File: src/dpw_map.svh
// Offsets, field positions, reset values and wait counts of the DRAM
// page and wait-state controller. Definitions only; include by bare name.
`ifndef DPW_MAP_SVH
`define DPW_MAP_SVH

// Register byte offsets on the AHB-Lite port (low 8 address bits)
`define DPW_OFF_CFG 8'h00
`define DPW_OFF_STAT 8'h04

// Configuration reset value and write mask (reserved bits 10, 7:4)
`define DPW_CFG_RST 24'h000000
`define DPW_CFG_WMASK 24'hfffb0f

// Field positions inside dram_config_reg
`define DPW_POS_SOFT_REF 14
`define DPW_POS_KEEP 12
`define DPW_POS_PLE 11
`define DPW_POS_PSEL 8
`define DPW_POS_RWS 2
`define DPW_POS_CWS 0

// Status register field positions
`define DPW_POS_ST_BUSY 0
`define DPW_POS_ST_PGV 1
`define DPW_POS_ST_BANK 2
`define DPW_POS_ST_REFP 4

// Smallest column width, in address bits
`define DPW_COL_BASE 5'd9

// Out-of-page wait states per row_wait_select code
`define DPW_RW0 4'd4
`define DPW_RW1 4'd8
`define DPW_RW2 4'd11
`define DPW_RW3 4'd15

// In-page wait states per column_wait_select code
`define DPW_CW0 4'd1
`define DPW_CW1 4'd2
`define DPW_CW2 4'd3
`define DPW_CW3 4'd4

`endif

File: src/dpw_pkg.sv
// Types of the DRAM page and wait-state controller.
// Assumes dpw_map.svh for all numeric constants.
package dpw_pkg;

    // Controller sequence states
    typedef enum logic [2:0] {
        S_IDLE, S_ROW, S_COL, S_PAGE, S_RQ, S_RCAS, S_RRAS
    } dpw_state_e;

    // Layout of dram_config_reg, bit 23 first
    typedef struct packed {
        logic rate_pre;
        logic [7:0] rate;
        logic soft_refresh_request;
        logic refresh_en;
        logic mastership_keep_drive;
        logic page_logic_enable;
        logic rsv10;
        logic [1:0] page_size_select;
        logic [3:0] rsv7_4;
        logic [1:0] row_wait_select;
        logic [1:0] column_wait_select;
    } dpw_cfg_s;

    // One DRAM access request: word address and area strobe index
    typedef struct packed {
        logic [23:0] addr;
        logic [1:0] bank;
    } dpw_acc_s;

    // Whole state of the controller
    typedef struct packed {
        dpw_state_e st;
        dpw_cfg_s cfg;
        logic [3:0] cnt;
        dpw_acc_s a;
        logic pg_valid;
        logic [1:0] pg_bank;
        logic [23:0] pg_tag;
        logic [3:0] ras_n;
        logic cas_n;
        logic [23:0] xa;
        logic done;
        logic ref_pend;
        logic wr_pend;
        logic [7:0] wa;
        logic [31:0] rdata;
    } dpw_st_s;

endpackage

File: src/dpw_addr_mux.sv
// Row/column address multiplexer and page mask for the DRAM port.
// Assumes a 24-bit word address and a column width of 9 to 12 bits.
`timescale 1ns/10ps
module dpw_addr_mux
    import dpw_pkg::*;
(
    input wire logic [23:0] addr,
    input wire logic [1:0] psel,
    output logic [23:0] row_a,
    output logic [23:0] col_a,
    output logic [23:0] row_mask
);
    `include "dpw_map.svh"

    // Column width from page size code: 9, 10, 11 or 12
    logic [4:0] cw;
    assign cw = `DPW_COL_BASE + {3'h0, psel}; // RULE8

    // Per bit: the low lines carry the address bits above the column
    // width, and the top lines keep the upper address bits in place,
    // so all 24 lines are driven in the row phase
    for (genvar i = 0; i < 24; i++) begin : g_bit
        logic [5:0] sum;
        logic [5:0] idx;
        assign sum = 6'(i) + {1'b0, cw};
        assign idx = (sum >= 6'h18) ? 6'(i) : sum;
        assign row_a[i] = addr[idx[4:0]]; // RULE10
        // Column phase carries only the low bits
        assign col_a[i] = (5'(i) < cw) ? addr[i] : 1'b0; // RULE8
        // Bits above the column width identify the page
        assign row_mask[i] = (5'(i) >= cw); // RULE16
    end

endmodule // dpw_addr_mux

File: src/dpw_ctrl.sv
// DRAM page-hit, strobe and wait-state controller with AHB-Lite access
// to its configuration. Assumes one external refresh-rate counter that
// pulses refresh_tick, and an arbiter that reports bus mastership.
//
// Notes on behaviour
// (RULE1) Keep clear, mastership lost: strobes float
// (RULE2) Keep clear, mastership lost: next access misses
// (RULE3) Hold mastership before refresh unless keep set
// (RULE4) Keep set: strobes always driven, refresh anytime
// (RULE5) In-page hit drives column address and strobe
// (RULE6) Page logic off: every access out-of-page
// (RULE7) One tracker; other bank means page miss
// (RULE8) Page size code selects 9 to 12 columns
// (RULE9) Page size used only with page logic; code also uses it for the row/column split
// (RULE10) Row phase drives all 24 address lines
// (RULE11) Row wait code gives 4/8/11/15 waits
// (RULE12) Column wait code gives 1/2/3/4 waits
// (RULE13) Software writes reserved bits as zero
// (RULE14) Refresh lasts as long as out-of-page access
// (RULE15) Software keeps config stable during accesses
// (RULE16) Hit needs equal upper bits, same bank
`timescale 1ns/10ps
module dpw_ctrl
    import dpw_pkg::*;
(
    input wire logic hclk,
    input wire logic hresetn,
    // AHB-Lite slave
    input wire logic hsel,
    input wire logic [31:0] haddr,
    input wire logic [1:0] htrans,
    input wire logic hwrite,
    input wire logic [2:0] hsize,
    input wire logic [31:0] hwdata,
    input wire logic hready,
    output logic hreadyout,
    output logic hresp,
    output logic [31:0] hrdata,
    // Access request side
    input wire logic acc_req,
    input wire dpw_acc_s acc,
    output logic acc_ack,
    output logic acc_done,
    output logic busy,
    // Refresh and bus mastership
    input wire logic refresh_tick,
    input wire logic bus_master,
    output logic bus_req,
    // DRAM pins
    output logic [23:0] ext_addr,
    output logic [3:0] ras_n,
    output logic cas_n,
    output logic strobe_oe
);
    `include "dpw_map.svh"

    // Registered state and its next value
    dpw_st_s s_r;
    dpw_st_s s_nxt;

    // Address phase accepted by this slave
    logic aphase;
    // Refresh wanted by timer or software
    logic rq;
    // Shorthand for the mastership keep-drive bit
    logic keep;
    // Access taken this cycle and whether it hits the open page
    logic start;
    logic hit;
    // Wait counts decoded from the configuration
    logic [3:0] rw_cnt;
    logic [3:0] cw_cnt;
    // Multiplexer outputs for the address in use
    logic [23:0] mux_in;
    logic [23:0] row_a;
    logic [23:0] col_a;
    logic [23:0] row_mask;
    logic [31:0] stat;

    assign keep = s_r.cfg.mastership_keep_drive;
    assign rq = s_r.ref_pend | s_r.cfg.soft_refresh_request;
    assign aphase = hsel & hready & htrans[1];

    // Out-of-page wait count lookup
    always_comb begin
        unique case (s_r.cfg.row_wait_select)
            2'h0: rw_cnt = `DPW_RW0; // RULE11
            2'h1: rw_cnt = `DPW_RW1; // RULE11
            2'h2: rw_cnt = `DPW_RW2; // RULE11
            2'h3: rw_cnt = `DPW_RW3; // RULE11
        endcase
    end

    // In-page wait count lookup
    always_comb begin
        unique case (s_r.cfg.column_wait_select)
            2'h0: cw_cnt = `DPW_CW0; // RULE12
            2'h1: cw_cnt = `DPW_CW1; // RULE12
            2'h2: cw_cnt = `DPW_CW2; // RULE12
            2'h3: cw_cnt = `DPW_CW3; // RULE12
        endcase
    end

    // While idle the mux looks at the incoming request, later at the
    // latched one, so ext_addr is loaded at the same edge that enters each phase
    assign mux_in = (s_r.st == S_IDLE) ? acc.addr : s_r.a.addr;

    dpw_addr_mux u_mux (
        .addr(mux_in),
        .psel(s_r.cfg.page_size_select),
        .row_a(row_a),
        .col_a(col_a),
        .row_mask(row_mask)
    );

    // Page hit only with page logic on, open page, same bank and
    // equal upper address bits; page size also sets the row/column address split
    assign hit = s_r.cfg.page_logic_enable & s_r.pg_valid // RULE6 RULE9
        & (acc.bank == s_r.pg_bank) // RULE7
        & (((acc.addr ^ s_r.pg_tag) & row_mask) == 24'h000000); // RULE16

    // A refresh request outranks a waiting access
    assign start = (s_r.st == S_IDLE) & ~rq & acc_req & bus_master;

    // Status word: busy, open page, its bank, refresh pending
    always_comb begin
        stat = 32'h00000000;
        stat[`DPW_POS_ST_BUSY] = (s_r.st != S_IDLE);
        stat[`DPW_POS_ST_PGV] = s_r.pg_valid;
        stat[`DPW_POS_ST_BANK +: 2] = s_r.pg_bank;
        stat[`DPW_POS_ST_REFP] = rq;
    end

    // Next state: sequencer, then refresh request, then bus writes
    always_comb begin
        s_nxt = s_r;
        s_nxt.done = 1'b0;
        unique case (s_r.st)
            S_IDLE: begin
                if (rq) begin
                    // Without keep-drive the bus must be won first
                    s_nxt.st = keep ? S_RCAS : S_RQ; // RULE3 RULE4
                    if (keep) begin
                        s_nxt.cas_n = 1'b0;
                        s_nxt.ras_n = 4'hf;
                        s_nxt.pg_valid = 1'b0;
                    end
                end else if (start) begin
                    s_nxt.a = acc;
                    if (hit) begin
                        // Open page: column address and strobe only
                        s_nxt.st = S_PAGE; // RULE5
                        s_nxt.xa = col_a; // RULE5
                        s_nxt.cas_n = 1'b0; // RULE5
                        s_nxt.cnt = cw_cnt; // RULE12
                    end else begin
                        // Miss: close every row, then a row phase
                        s_nxt.st = S_ROW; // RULE6 RULE7
                        s_nxt.xa = row_a; // RULE10
                        s_nxt.ras_n = 4'hf;
                        s_nxt.pg_valid = 1'b0;
                    end
                end
            end
            S_ROW: begin
                // Row strobe of the addressed bank, column next
                s_nxt.ras_n = ~(4'h1 << s_r.a.bank);
                s_nxt.st = S_COL;
                s_nxt.xa = col_a;
                s_nxt.cas_n = 1'b0;
                s_nxt.cnt = rw_cnt; // RULE11
            end
            S_COL, S_PAGE: begin
                if (s_r.cnt == 4'h0) begin
                    s_nxt.st = S_IDLE;
                    s_nxt.cas_n = 1'b1;
                    s_nxt.done = 1'b1;
                    if (s_r.cfg.page_logic_enable) begin
                        // Leave the row open for later hits
                        s_nxt.pg_valid = 1'b1;
                        s_nxt.pg_bank = s_r.a.bank;
                        s_nxt.pg_tag = s_r.a.addr;
                    end else begin
                        // Low power: close the row at once
                        s_nxt.ras_n = 4'hf; // RULE6
                    end
                end else begin
                    s_nxt.cnt = s_r.cnt - 4'h1;
                end
            end
            S_RQ: begin
                // Hold here asking for the bus until it is granted or keep is set
                if (bus_master | keep) begin // RULE3
                    s_nxt.st = S_RCAS;
                    s_nxt.cas_n = 1'b0;
                    s_nxt.ras_n = 4'hf;
                    s_nxt.pg_valid = 1'b0;
                end
            end
            S_RCAS: begin
                // Column before row: every bank strobed together
                s_nxt.st = S_RRAS;
                s_nxt.ras_n = 4'h0;
                s_nxt.cnt = rw_cnt; // RULE14
            end
            S_RRAS: begin
                if (s_r.cnt == 4'h0) begin
                    s_nxt.st = S_IDLE;
                    s_nxt.ras_n = 4'hf;
                    s_nxt.cas_n = 1'b1;
                    s_nxt.ref_pend = 1'b0;
                    s_nxt.cfg.soft_refresh_request = 1'b0;
                end else begin
                    s_nxt.cnt = s_r.cnt - 4'h1;
                end
            end
        endcase
        // Lost bus without keep-drive: open page can no longer be trusted
        if (!keep && !bus_master) begin
            s_nxt.pg_valid = 1'b0; // RULE2
        end
        // A tick in the clearing cycle survives: set wins
        if (refresh_tick) begin
            s_nxt.ref_pend = 1'b1;
        end
        // Data phase of a write; reserved bits are stored as zero so a
        // careless write cannot leak into later devices' fields
        if (s_r.wr_pend && s_r.wa == `DPW_OFF_CFG) begin
            s_nxt.cfg = dpw_cfg_s'(hwdata[23:0] & `DPW_CFG_WMASK);
            // A pending soft refresh is not dropped by the same write
            if (s_r.cfg.soft_refresh_request
                && s_nxt.cfg.soft_refresh_request == 1'b0
                && s_r.st != S_RRAS) begin
                s_nxt.cfg.soft_refresh_request = 1'b1;
            end
        end
        s_nxt.wr_pend = aphase & hwrite;
        s_nxt.wa = haddr[7:0];
        // Read data is fetched in the address phase; a read straight
        // after a write to the same register sees the old value
        if (aphase && !hwrite) begin
            unique case (haddr[7:0])
                `DPW_OFF_CFG: s_nxt.rdata = {8'h00, s_r.cfg};
                `DPW_OFF_STAT: s_nxt.rdata = stat;
                default: s_nxt.rdata = 32'h00000000;
            endcase
        end
    end

    // State register
    always_ff @(posedge hclk or negedge hresetn) begin
        if (!hresetn) begin
            s_r <= '{st: S_IDLE, cfg: dpw_cfg_s'(`DPW_CFG_RST),
                ras_n: 4'hf, cas_n: 1'b1, default: '0};
        end else begin
            s_r <= s_nxt;
        end
    end

    // Bus answers: zero-wait, always OKAY
    assign hreadyout = 1'b1;
    assign hresp = 1'b0;
    assign hrdata = s_r.rdata;

    // Request side and pins
    assign acc_ack = start;
    assign acc_done = s_r.done;
    assign busy = (s_r.st != S_IDLE);
    assign bus_req = (s_r.st == S_RQ);
    assign ext_addr = s_r.xa;
    assign ras_n = s_r.ras_n;
    assign cas_n = s_r.cas_n;
    // Strobes float only when neither kept nor bus master
    assign strobe_oe = keep | bus_master; // RULE1 RULE4
endmodule // dpw_ctrl

File: config.mk
export PLATFORM = sky130hd
export DESIGN_NAME = dpw_ctrl
export DESIGN_NICKNAME = d
export VERILOG_FILES = /design/src/dpw_pkg.sv /design/src/dpw_addr_mux.sv /design/src/dpw_ctrl.sv
export VERILOG_INCLUDE_DIRS = /design/src /design/src/src
export SDC_FILE = /design/constraint.sdc
export NUM_CORES = 1
export LEC_CHECK = 0
export ABC_AREA = 1
export BUFFER_PORTS_ARGS = -buffer_cell sky130_fd_sc_hd__buf_2
export CAP_MARGIN = 20
export CORE_MARGIN = 4
export CORE_UTILIZATION = 55
export CTS_CLUSTER_DIAMETER = 40
export DETAILED_ROUTE_END_ITERATION = 12
export MAX_ROUTING_LAYER = met4
export PLACE_DENSITY = 0.78
export SLEW_MARGIN = 20
export SYNTH_ARGS = -nofsm -noshare
export SYNTH_HDL_FRONTEND = slang
export SYNTH_SLANG_ARGS = --single-unit
export TNS_END_PERCENT = 1
File: constraint.sdc
create_clock -name hclk -period 3.9 [get_ports hclk]
set_input_delay 0.78 -clock hclk [delete_from_list [all_inputs] [get_ports hclk]]
set_output_delay 0.78 -clock hclk [all_outputs]
set_load 0.02 [all_outputs]
==> results list, run 1 <==
- The min-delay analysis places its worst path in the category in2async.
- Kind of critical path: reg2out
- Avg WL per Cell: 16.1 um
- Starting DRC count in detailed routing: approximately 830
* Primary flip-flop cell chosen by synthesis mapping: dfrtp_1
- Compound-Gate Fraction of Synth Area: 0.105
* CTS hold repair buffers: 0
- The initial antenna violation count is 0.
* Combined global-route utilization of all metal layers: 0.281
* Most common cell in the synthesized netlist: nand2_1
- FF+latch count, synth: 131
- Detailed routing inserted a total of about 7700 vias.
- Leakage power of the design: about 5 nW
- The worst path in the final design needs a cycle of 3.18 ns, including I/O delays and setup.
- For the worst setup path, the data required time is roughly 3.1 ns.
- Final Cell Area: approximately 9200 um2
- TritonCTS built the clock tree.
- Of the total power, the share spent switching nets is 0.407.
* Unrepaired setup endpoints after global routing: no
- Starting utilization of the core area: 0.568
- Area growth from synthesis to layout: 10.9%
* Maximum number of pins on one net before global-route repair: 88
- Maximum cell stage delay along the critical path: between 0.4 and 0.5 ns
- Of the total synthesized cell area, the portion taken by AND, OR, NAND and NOR gates is 0.308.
- Register-to-register path setup slack: ~0.75 ns
* Post-synthesis adder-cell area fraction: 0.0241
- Summed over all instances, the cell type with the most area after synthesis is dfrtp_1.
- In this run the tightest slew margin relative to its limit is 0.423.
- Of the total power, the clock network draws 0.304.
- In this run the worst path has a maximum fanout of 45.
- Startpoint type of the worst setup path: register
- Worst slew pin tran: between 0.8 and 0.9 ns
- The total count of max-transition violations in the final report was 0.
- The later pin in the worst-skew pair is clocked with a latency of 0.43 ns.
- Die Y: between 100 and 150 um
- Power density over cell area: approximately 630 nW/um2
- In the post-route analysis, the smallest setup slack over all paths is ~0.72 ns.
- Routed Wire Length: approximately 22000 um
- 0 antenna diodes ended up in the layout.
- The share of total power dissipated in sequential elements is 0.317.
* Dpl hpwl: around 16000 um
* Width of the die: about 130 um
- After detailed routing, the number of vias per cell comes to between 5 and 6.
* Post-CTS sizing: 0
- Counting every sink on the clock net gives ~130.
* Final period utilization: 0.814
- Internal: roughly 3.4 mW
- Cell at the slowest stage of the critical path: dfrtp_1
* Data arrival time of the worst path: ~2.4 ns
- Setup violations remaining at the end of the flow were counted as 0.
* Number of warnings printed during yosys synthesis: 0
- Iteration count of the initial detailed-routing pass: 5
- After synthesis, the largest family of logic cells by area is simple AND/OR/NAND/NOR gates.
- Endpoint of the worst-slack reg-to-reg timing path: ext_addr[1]
- The via count of the first global-routing pass was 7187.
- The floorplan has 44 rows.
- Level count of the clock H-tree: 4
* Combinational share of power: 0.380
- The flow ran to the end, and the final reports show no timing, DRC or antenna violations.
- The die covers ~17000 um2.
- For this design the total switching power over the nets is approximately 2.3 mW.
- Summing every instance area after synthesis gives 8310 um2.
- Of the total synthesized cell area, the portion taken by XOR and XNOR cells is 0.0105.
- Between clock sinks in the finished design, the worst skew comes to about 0.012 ns.
* Minimum hold slack: approximately 0.4 ns
- Final hold vios: 0
* Fraction of final layout cells with drive strength greater than 1: 0.194
- CTS Buffer Depth: 2
* Final GP Congestion: around 0.98
* Fraction of post-synthesis cell area in the top cell type by area: 0.379
* # Max-Cap Violations: 0
- Buf/Inv on CP: 3
* Core region area: between 10000 and 15000 um2
- The worst-case IR drop observed on VDD is roughly 360 uV.
* Reg-to-reg startpoint: s_r[138]
- OpenSTA, run right after detailed placement, puts the worst setup slack at between 0.8 and 0.9 ns.
* Count of flip-flops with a built-in enable after synthesis: 0
* Layout Utilization: 0.630
- Once placement finished, the instance area stood at roughly 8600 um2.
- Counting instances in the post-synthesis netlist gives the leading cell types as 330 x nand2_1, 143 x nand3_1, 126 x dfrtp_1, 94 x inv_1, 71 x nor2_1.
- After synthesis, the cell types taking the most area are dfrtp_1 38%, nand2_1 15%, nand3_1 8.6%.
* Share of the yosys chip area belonging to registers: 0.395
- Cell chain of the critical path: inv_2 -> nand2_8 -> nor2_8 -> nand2_4 -> inv_1 -> buf_2
- In this run the tool buffered the top-level ports with approximately 120 buffer cells.
- In the synthesized netlist, the number of instances is about 1100.
- Top Family by Delay on Critical Path: buffers and inverters
- The count of nets left with antenna violations once routing finished came out at 0.
* Worst setup EP type: output pin
- Clk Tree Root Cell: clkbuf_16
- Mean instance size in the synthesized netlist: about 7.4 um2
* Clock-pin slew reported for the worst setup and hold paths after clock tree synthesis: about 0.06 ns
* Total clock buffers created by CTS: 17
- Async S/R FF share, synth: 1.00
* Global-route wire length before repair: roughly 36000 um
- Final-layout fill cell count: between 1000 and 1500
- After synthesis, the share of cell area in mux cells is 0.0244.
- After the last flow step, the layout net total stands at approximately 1300.
- After synthesis, the netlist uses 46 different library cells.
- Fmax: ~0.31 GHz
* Number of buffers added for setup after CTS: 0
* Ports: 171
- DRC violation count after routing: 0
- Grt ovf: 0
* Summed negative setup slack over all endpoints: 0 ns
* Depth of the worst register-to-register path: 16
==> how the worst max path moves through the flow <==
stage,slack (ns),from,end,depth (start not counted)
2_1_floorplan,1.30,s_r[137],ext_addr[17],16
3_3_place_gp,0.92,s_r[138],ext_addr[1],16
3_5_place_dp,0.87,s_r[138],ext_addr[1],16
4_1_cts,0.70,s_r[155],acc_ack,6
5_1_grt,0.46,s_r[138],ext_addr[1],16
6_report,0.72,s_r[155],acc_ack,6
==> cells by family after synthesis <==
logic type	after synthesis
other	2
AO/OA/AOI/OAI	153
AND/OR/NAND/NOR	588
flip-flops	131
adder cells (fa/ha/maj)	16
buffers and inverters	212
XOR/XNOR	10
multiplexers	18
==> metrics by stage <==
stage               cells  power, mW
finish               1382       5.77
CTS                  1382       5.77
global route         1382       6.13
global placement     1350       3.97
detailed placement   1350       4.01
floorplan            1142       3.61
==> worst register-to-register path: stages (launching register included) <==
cell and delay [ns]:
dfrtp_1 0.42, inv_1 0.12, ha_1 0.68, inv_2 0.31, nor2_1 0.28, nor2_1 0.08, buf_4 0.21, nand2_2 0.15
inv_1 0.14, nand3_1 0.11, nand3_1 0.08, nand3b_1 0.09, nand2_1 0.05, nand2_1 0.05, nand2_1 0.07, nand2_1 0.11
nand2_1 0.07
==> cells in the final DEF, fill, tap and decap left out, types with 5 or more instances in the layout <==
master | synthesis | routed
mux2_2 | 18 | 18
inv_2 | 13 | 13
conb_1 | 2 | 14
a21oi_1 | 32 | 32
o21ai_1 | 19 | 19
o21ai_0 | 68 | 68
clkbuf_16 | 0 | 17
buf_2 | 12 | 114
nor2_1 | 71 | 71
nand2_2 | 12 | 12
o22ai_1 | 6 | 6
inv_1 | 94 | 94
o211ai_1 | 15 | 15
ha_1 | 16 | 16
dfrtp_1 | 126 | 126
nand3_1 | 143 | 143
nand2_1 | 330 | 330
xor2_1 | 6 | 6
dfstp_2 | 5 | 5
buf_4 | 66 | 12
==> routing by layer <==
layer  vias to the layer above  wire length [um]  track usage
met1                      3554              9620        0.377
li1                       3691                 -            -
met2                       381             10300        0.429
met3                        47              1970       0.0598
met5                         -                 0            -
met4                         0               439       0.0901
==> power by group through the flow <==
stage                     Clock [mW]  Combinational, mW  Sequential [mW]
after floorplan                    0               1.80             1.81
after global placement             0               2.13             1.84
after detailed placement           0               2.16             1.85
after CTS                       1.77               2.18             1.83
after global routing            1.82               2.45             1.86
final                           1.75               2.19             1.83
==> sequential cells by signal, summed over array words and instances (netlist names) <==
signal    cells
ras_n         4
ext_addr     24
hrdata       20
keep          1
cas_n         1
acc_done      1
s_r          80
==> final cells by class <==
cell class	count	area, um2	share of cell area
multi-input cells	799	3980	0.432
flip-flops and latches	131	3280	0.356
clock buffers	18	439	0.0476
inverters	109	412	0.0446
repair buffers	127	672	0.0729
well taps	184	230	0.0250
clock inverters	14	203	0.0220
No activity file was read; power rests on OpenSTA's default activity.
==> run 2, diff against run 1 <==
- clock period: 3.9 -> 2.93 ns (I/O delays scaled with it)
==> run 2 against run 1 <==
Worst hold slack worse by 0.19 ns. Count of clock-buffer cells in the layout shrank 1. Cell count increased by 0.94%. Critical path type unchanged.
==> results list, run 2 (same netlist as run 1, synthesis figures left out) <==
- The run finished with clean final reports.
- After the first detailed-routing iteration, the DRC count stood at between 700 and 800.
- From bottom edge to top edge, the die measures between 100 and 150 um.
- Along the worst path, the maximum fanout reaches 32.
- Buffers placed on the I/O ports in this run total 115.
- Counting buffers and inverters, the worst setup path is 6 cells deep.
* Area growth from synthesis to layout: 11.6%
- From left edge to right edge, the die measures around 130 um.
- Data arrival time of the worst path: roughly 2.1 ns
* Worst setup timing slack at the placement stage: ~0.46 ns
- In this run the tightest slew margin relative to its limit is 0.434.
- The setup path with the least slack is of type reg2out.
* Worst slew pin tran: 0.841 ns
- After detailed routing, the average wire length per cell comes to about 16 um.
- In the routed layout, each cell is associated on average with a via count of ~5.6.
- Total clock buffers created by CTS: 17
* IR drop worst, VDD: approximately 470 uV
* Most frequent cells in the layout: 330 x nand2_1, 143 x nand3_1, 126 x dfrtp_1, 114 x buf_2, 94 x inv_1
- The first detailed-routing pass took 8 iterations.
- In the final timing run, aggregate negative setup slack is 0 ns.
- Summed over all cells, the static leakage comes to a little under 5 nW.
* Number of global-route vias before repair: approximately 7500
* Grt ovf: 0
- Routed Wire Length: around 23000 um
* Final hold vios: 0
- Pins Over Slew Limit: 0
- CTS hold repair buffers: 0
- The clock reaches the later pin of the worst-skew pair after 0.43 ns.
* Worst setup EP type: output pin
* Worst hold path class: in2async
* Clk Tree Root Cell: clkbuf_16
* Maximum number of pins on one net before global-route repair: 78
- Placement row count: 44
- Total power of the final layout: 7.48 mW
* Cell chain of the critical path: inv_2 -> nand2_8 -> nor2_8 -> nand2_4 -> inv_1 -> buf_2
- Final GP Congestion: roughly 0.97
* Maximum cell stage delay along the critical path: 0.45 ns
- Initial antenna violation count: 1
- For this block, the via count after detailed routing is between 7000 and 8000.
* Buf/Inv on CP: 3
* Clock-pin slew reported for the worst setup and hold paths after clock tree synthesis: ~0.06 ns
* Core region area: 14600 um2
- Power density over cell area: just over 800 nW/um2
* Number of antenna-violating nets in the routed design: 0
* Fmax: around 0.37 GHz
- At the end of the flow the core is filled with cells to 0.633.
- The slowest stage of the critical path belongs to the cell dfrtp_1.
- Sinks on the clock net: 131
- After legalization and detailed placement, the total HPWL measured 16200 um.
- In this design, the largest share of critical-path delay is due to buffers and inverters.
* Final critical-path setup slack: between 0.2 and 0.25 ns
- The tool flagged a number of max-cap violations equal to 0.
- In the final layout, the share of cells above drive strength 1 is 0.202.
- Post-CTS sizing: 0
- The first global-routing pass estimated around 37000 um of wire.
- For this design the top-level I/O count stands at ~170.
- The worst setup path is launched from a register.
- Register containing the most flip-flops in the final layout: s_r
- Final period utilization: 0.924
- Most common library cell in the layout ignoring fill and taps: nand2_1
* Depth of the worst register-to-register path: 16
- Level count of the clock H-tree: 4
- CTS tree: yes
- Setup violations remaining at the end of the flow were counted as 0.
* DRC violation count after routing: 0
* CTS Buffer Depth: 2
* Min cycle time layout: 2.71 ns
- The die covers around 17000 um2.
* Number of buffers added for setup after CTS: 0
- Across every metal layer, demand over resource in global routing totals 0.283.
- The initial utilization of the core area, before any placement, comes to 0.568.
* Critical path data required time: 2.34 ns
* Final setup skew: between 0.01 and 0.015 ns
- Max FFs per register: 80
* Unrepaired setup endpoints after global routing: no
* NumNets Final: between 1000 and 1500
[run 2: final timing paths]
kind | start | end | slack (ns)
max | s_r[155] | acc_ack | 0.22
min | hresetn | s_r[118] | 0.20
max reg2reg | s_r[137] | ext_addr[1] | 0.42
min reg2reg | ext_addr[2] | ext_addr[2] | 0.47
max in group asynchronous | hresetn | hrdata[2] | 1.96
min in group hclk | haddr[0] | s_r[32] | 0.27
[run 2: layer usage]
layer	routed length (um)	vias up	global-route usage
met5	0	-	-
met4	755	0	0.117
met3	2030	63	0.0610
met2	10300	393	0.426
met1	9490	3606	0.372
li1	-	3716	-
[run 2: report_power, final]
group          leakage (nW)  internal (mW)  switching [mW]
clock                 0.278           1.26           0.844
sequential             1.69           2.20           0.236
combinational          2.93          0.924            2.01
total                  4.90           4.38            3.09
[run 2: worst register-to-register path, delay by kind of cell, from the launching register on]
kind | cells | cell delay (ns)
simple gates | 11 | 1.19
fa+ha+maj | 1 | 0.42
flops | 1 | 0.43
buf+inv | 4 | 0.39
[run 2: cell type report]
cell class              instances  area, um2
diodes                          1       2.50
clock buffers                  17        425
clock inverters                14        156
fillers                      1317       5370
inverters                     109        412
multi-input cells             799       3980
flip-flops and latches        131       3280
well taps                     184        230
repair buffers                140        782
[run 2: through the flow]
stage / hold slack, ns / area [um2] / std cells
floorplan: 0.290 / 8360 / 1142
global placement: 0.458 / 8690 / 1363
detailed placement: 0.461 / 8690 / 1363
CTS: 0.232 / 9270 / 1394
global route: 0.259 / 9270 / 1395
finish: 0.203 / 9270 / 1395
==> run 3, diff against run 2 <==
- CELL_PAD_IN_SITES_DETAIL_PLACEMENT: not set -> 0
- CELL_PAD_IN_SITES_GLOBAL_PLACEMENT: not set -> 1
- CORE_UTILIZATION: 55 -> 40
- PLACE_DENSITY: 0.78 -> 0.79
==> run 3 against run 2 <==
Global-route usage down 6.6 points. Cell count up 6.8%. Worst hold slack lost 0.091 ns. Sequential power is essentially flat. Highest routed layer unchanged. Non-clock buffer count increased by 6. Power increased by 4.5%. Flip-flop and latch count did not move. Combinational power up 2%. Routed wire length up 7.9%. Worst setup slack better by 0.15 ns. Die area up 35%. Maximum frequency is 5.8% higher.
==> results list, run 3 (same netlist as run 1, synthesis figures left out) <==
- The run finished with clean final reports.
* Cell repeated most along the worst path: nand2_1
* Leakage power of the design: 4.97 nW
- The worst setup path is launched from a register.
* Starting utilization of the core area: 0.408
- Final hold vios: 0
* Layout Utilization: 0.467
- Starting DRC count in detailed routing: between 500 and 600
* Final setup skew: 0.0110 ns
* Summed negative setup slack over all endpoints: 0 ns
- The first global-routing pass estimated 39600 um of wire.
- Number of global-route vias before repair: roughly 7500
* Worst setup EP type: register
- Number of antenna-violating nets in the routed design: 0
- Kind of critical path: reg2reg
* Cell chain of the critical path: inv_1 -> ha_1 -> nand2_2 -> a21oi_2 -> inv_1 -> nand2_1 -> nand3_1 -> nand3_1 -> nand3b_1 -> nand2_1 -> nand2_1 -> nand2_1 -> nand2_1 -> nand2_1
- Final Cell Area: 9510 um2
- Worst hold path class: in2async
- For this run, the slowest stage of the critical path takes 0.43 ns.
* Register-to-register path setup slack: between 0.3 and 0.4 ns
- The number of setup buffers added after CTS is 0.
- Routability-driven placement finished with a final weighted congestion of 0.907.
- Core region area: between 20000 and 25000 um2
- Of the cells placed in the final design, the portion with a size suffix greater than 1 is 0.206.
* Slew Limit Headroom: 0.428
- Count of buffers inserted at the top-level ports: between 100 and 150
- Iteration count of the initial detailed-routing pass: 5
- Launch point of the worst path: s_r[138]
* Number of endpoints failing setup at the final stage: 0
- Min cycle time layout: ~2.6 ns
* CTS Buffer Depth: 2
- For this design, the CTS-stage hold fixing added 0 buffers.
- Dpl hpwl: 18000 um
- The library cell used most frequently in the layout, excluding fill and tap cells, is nand2_1.
* Avg WL per Cell: 16.3 um
* Fmax: a little under 0.4 GHz
- Register containing the most flip-flops in the final layout: s_r
* Unrepaired setup endpoints after global routing: no
* # Max-Cap Violations: 0
* Placement row count: 52
- In the global route stage, overall resource usage came out at 0.217.
- Die Y: 152 um
- Initial antenna violation count: 2
* CTS tree: yes
* Endpoint of the worst-slack reg-to-reg timing path: ext_addr[1]
* Clk Tree Root Cell: clkbuf_16
* Maximum number of pins on one net before global-route repair: 54
- Power density over cell area: between 800 and 900 nW/um2
- The library cells used most frequently in the layout, excluding fill and tap cells, are 330 x nand2_1, 143 x nand3_1, 126 x dfrtp_1, 114 x buf_2, 94 x inv_1.
- Placed Area: 8850 um2
- For this run the aggregate overflow at the end of global routing stands at 0.
- Max FFs per register: 80
- Data arrival time of the worst path: slightly below 3 ns
- Using the TritonRoute via totals, the vias-per-cell ratio works out to around 5.1.
- Once the clock tree was built, the resizer swapped 0 gates to a different size.
- Width of the die: approximately 150 um
- Full die area: about 23000 um2
* Level count of the clock H-tree: 4
- Cell at the slowest stage of the critical path: dfrtp_1
* Final period utilization: 0.873
- Skew-Pair Late Insertion Delay: roughly 0.43 ns
- During I/O placement, the number of pins put on the boundary was between 150 and 200.
- Clock tree synthesis found a total of roughly 130 sinks.
- For this block, the routed nets add up to 24300 um of wire.
* Via Count: approximately 7500
- The worst register-to-register path begins at s_r[138].
* Clock-pin slew reported for the worst setup and hold paths after clock tree synthesis: around 0.060 ns
- Worst slew pin tran: between 0.8 and 0.9 ns
* Final critical-path setup slack: approximately 0.37 ns
- Total clock buffers created by CTS: 17
* Worst setup endpoint: ext_addr[1]
- NumNets Final: about 1300
- OpenSTA, run right after detailed placement, puts the worst setup slack at about 0.47 ns.
* Max Fanout on Critical Path: 12
* Area growth from synthesis to layout: 14.5%
- Pins Over Slew Limit: 0
* Critical path data required time: around 3.3 ns
- In the routed design, unresolved DRC markers number 0.
- IR drop worst, VDD: 433 uV
- Depth of the worst register-to-register path: 14
-- run 3: cell types whose count changed in the layout (fill, tap and decap cells not counted), sizes merged --
| cell | previous run | this run |
|---|---|---|
| inv | 111 | 112 |
| bufinv | 2 | 5 |
| buf | 140 | 146 |
| clkinv | 7 | 4 |
| diode | 1 | 3 |
-- run 3: cell type report --
class                   count  area [um2]
diodes                      3        7.51
inverters                 109         412
flip-flops and latches    131        3280
clock inverters            15         226
fillers                  2092       10900
clock buffers              17         425
well taps                 270         338
repair buffers            146         840
multi-input cells         799        3980
-- run 3: critical path, delay by kind of cell, from the launching register on --
family	cells	cell delay (ns)
flip-flops	1	0.43
AND/OR/NAND/NOR	10	0.94
adder cells (fa/ha/maj)	1	0.40
buffers and inverters	2	0.40
AO/OA/AOI/OAI	1	0.33
-- run 3: report_power, final --
group / internal [mW] / leakage, nW / switching [mW]
Combinational: 0.941 / 2.97 / 2.05
Clock: 1.52 / 0.311 / 0.873
Sequential: 2.20 / 1.69 / 0.232
Total: 4.66 / 4.97 / 3.15
-- run 3: stage by stage --
step / hold slack, ns / total power, mW / instances
floorplan: 0.290 / 4.80 / 1142
global placement: 0.461 / 5.42 / 1455
detailed placement: 0.461 / 5.45 / 1455
CTS: 0.120 / 7.88 / 1487
global route: 0.147 / 8.32 / 1489
finish: 0.112 / 7.81 / 1490
-- run 3: worst min path at each step --
stage                     start  cells past startpoint  slack, ns          end
CTS                     hresetn                      1       0.12     s_r[121]
finish                  hresetn                      1       0.11      s_r[89]
detailed placement  ext_addr[4]                      2       0.46  ext_addr[4]
global route            hresetn                      1       0.15     s_r[121]
floorplan               hresetn                      0       0.29     acc_done
global placement    ext_addr[4]                      2       0.46  ext_addr[4]
-- run 3: routing by layer --
layer,vias to the layer above,share of wire,global-route usage
met4,0,0.013,0.0535
li1,3726,-,-
met5,-,0,-
met3,25,0.064,0.0477
met2,235,0.45,0.337
met1,3546,0.47,0.292
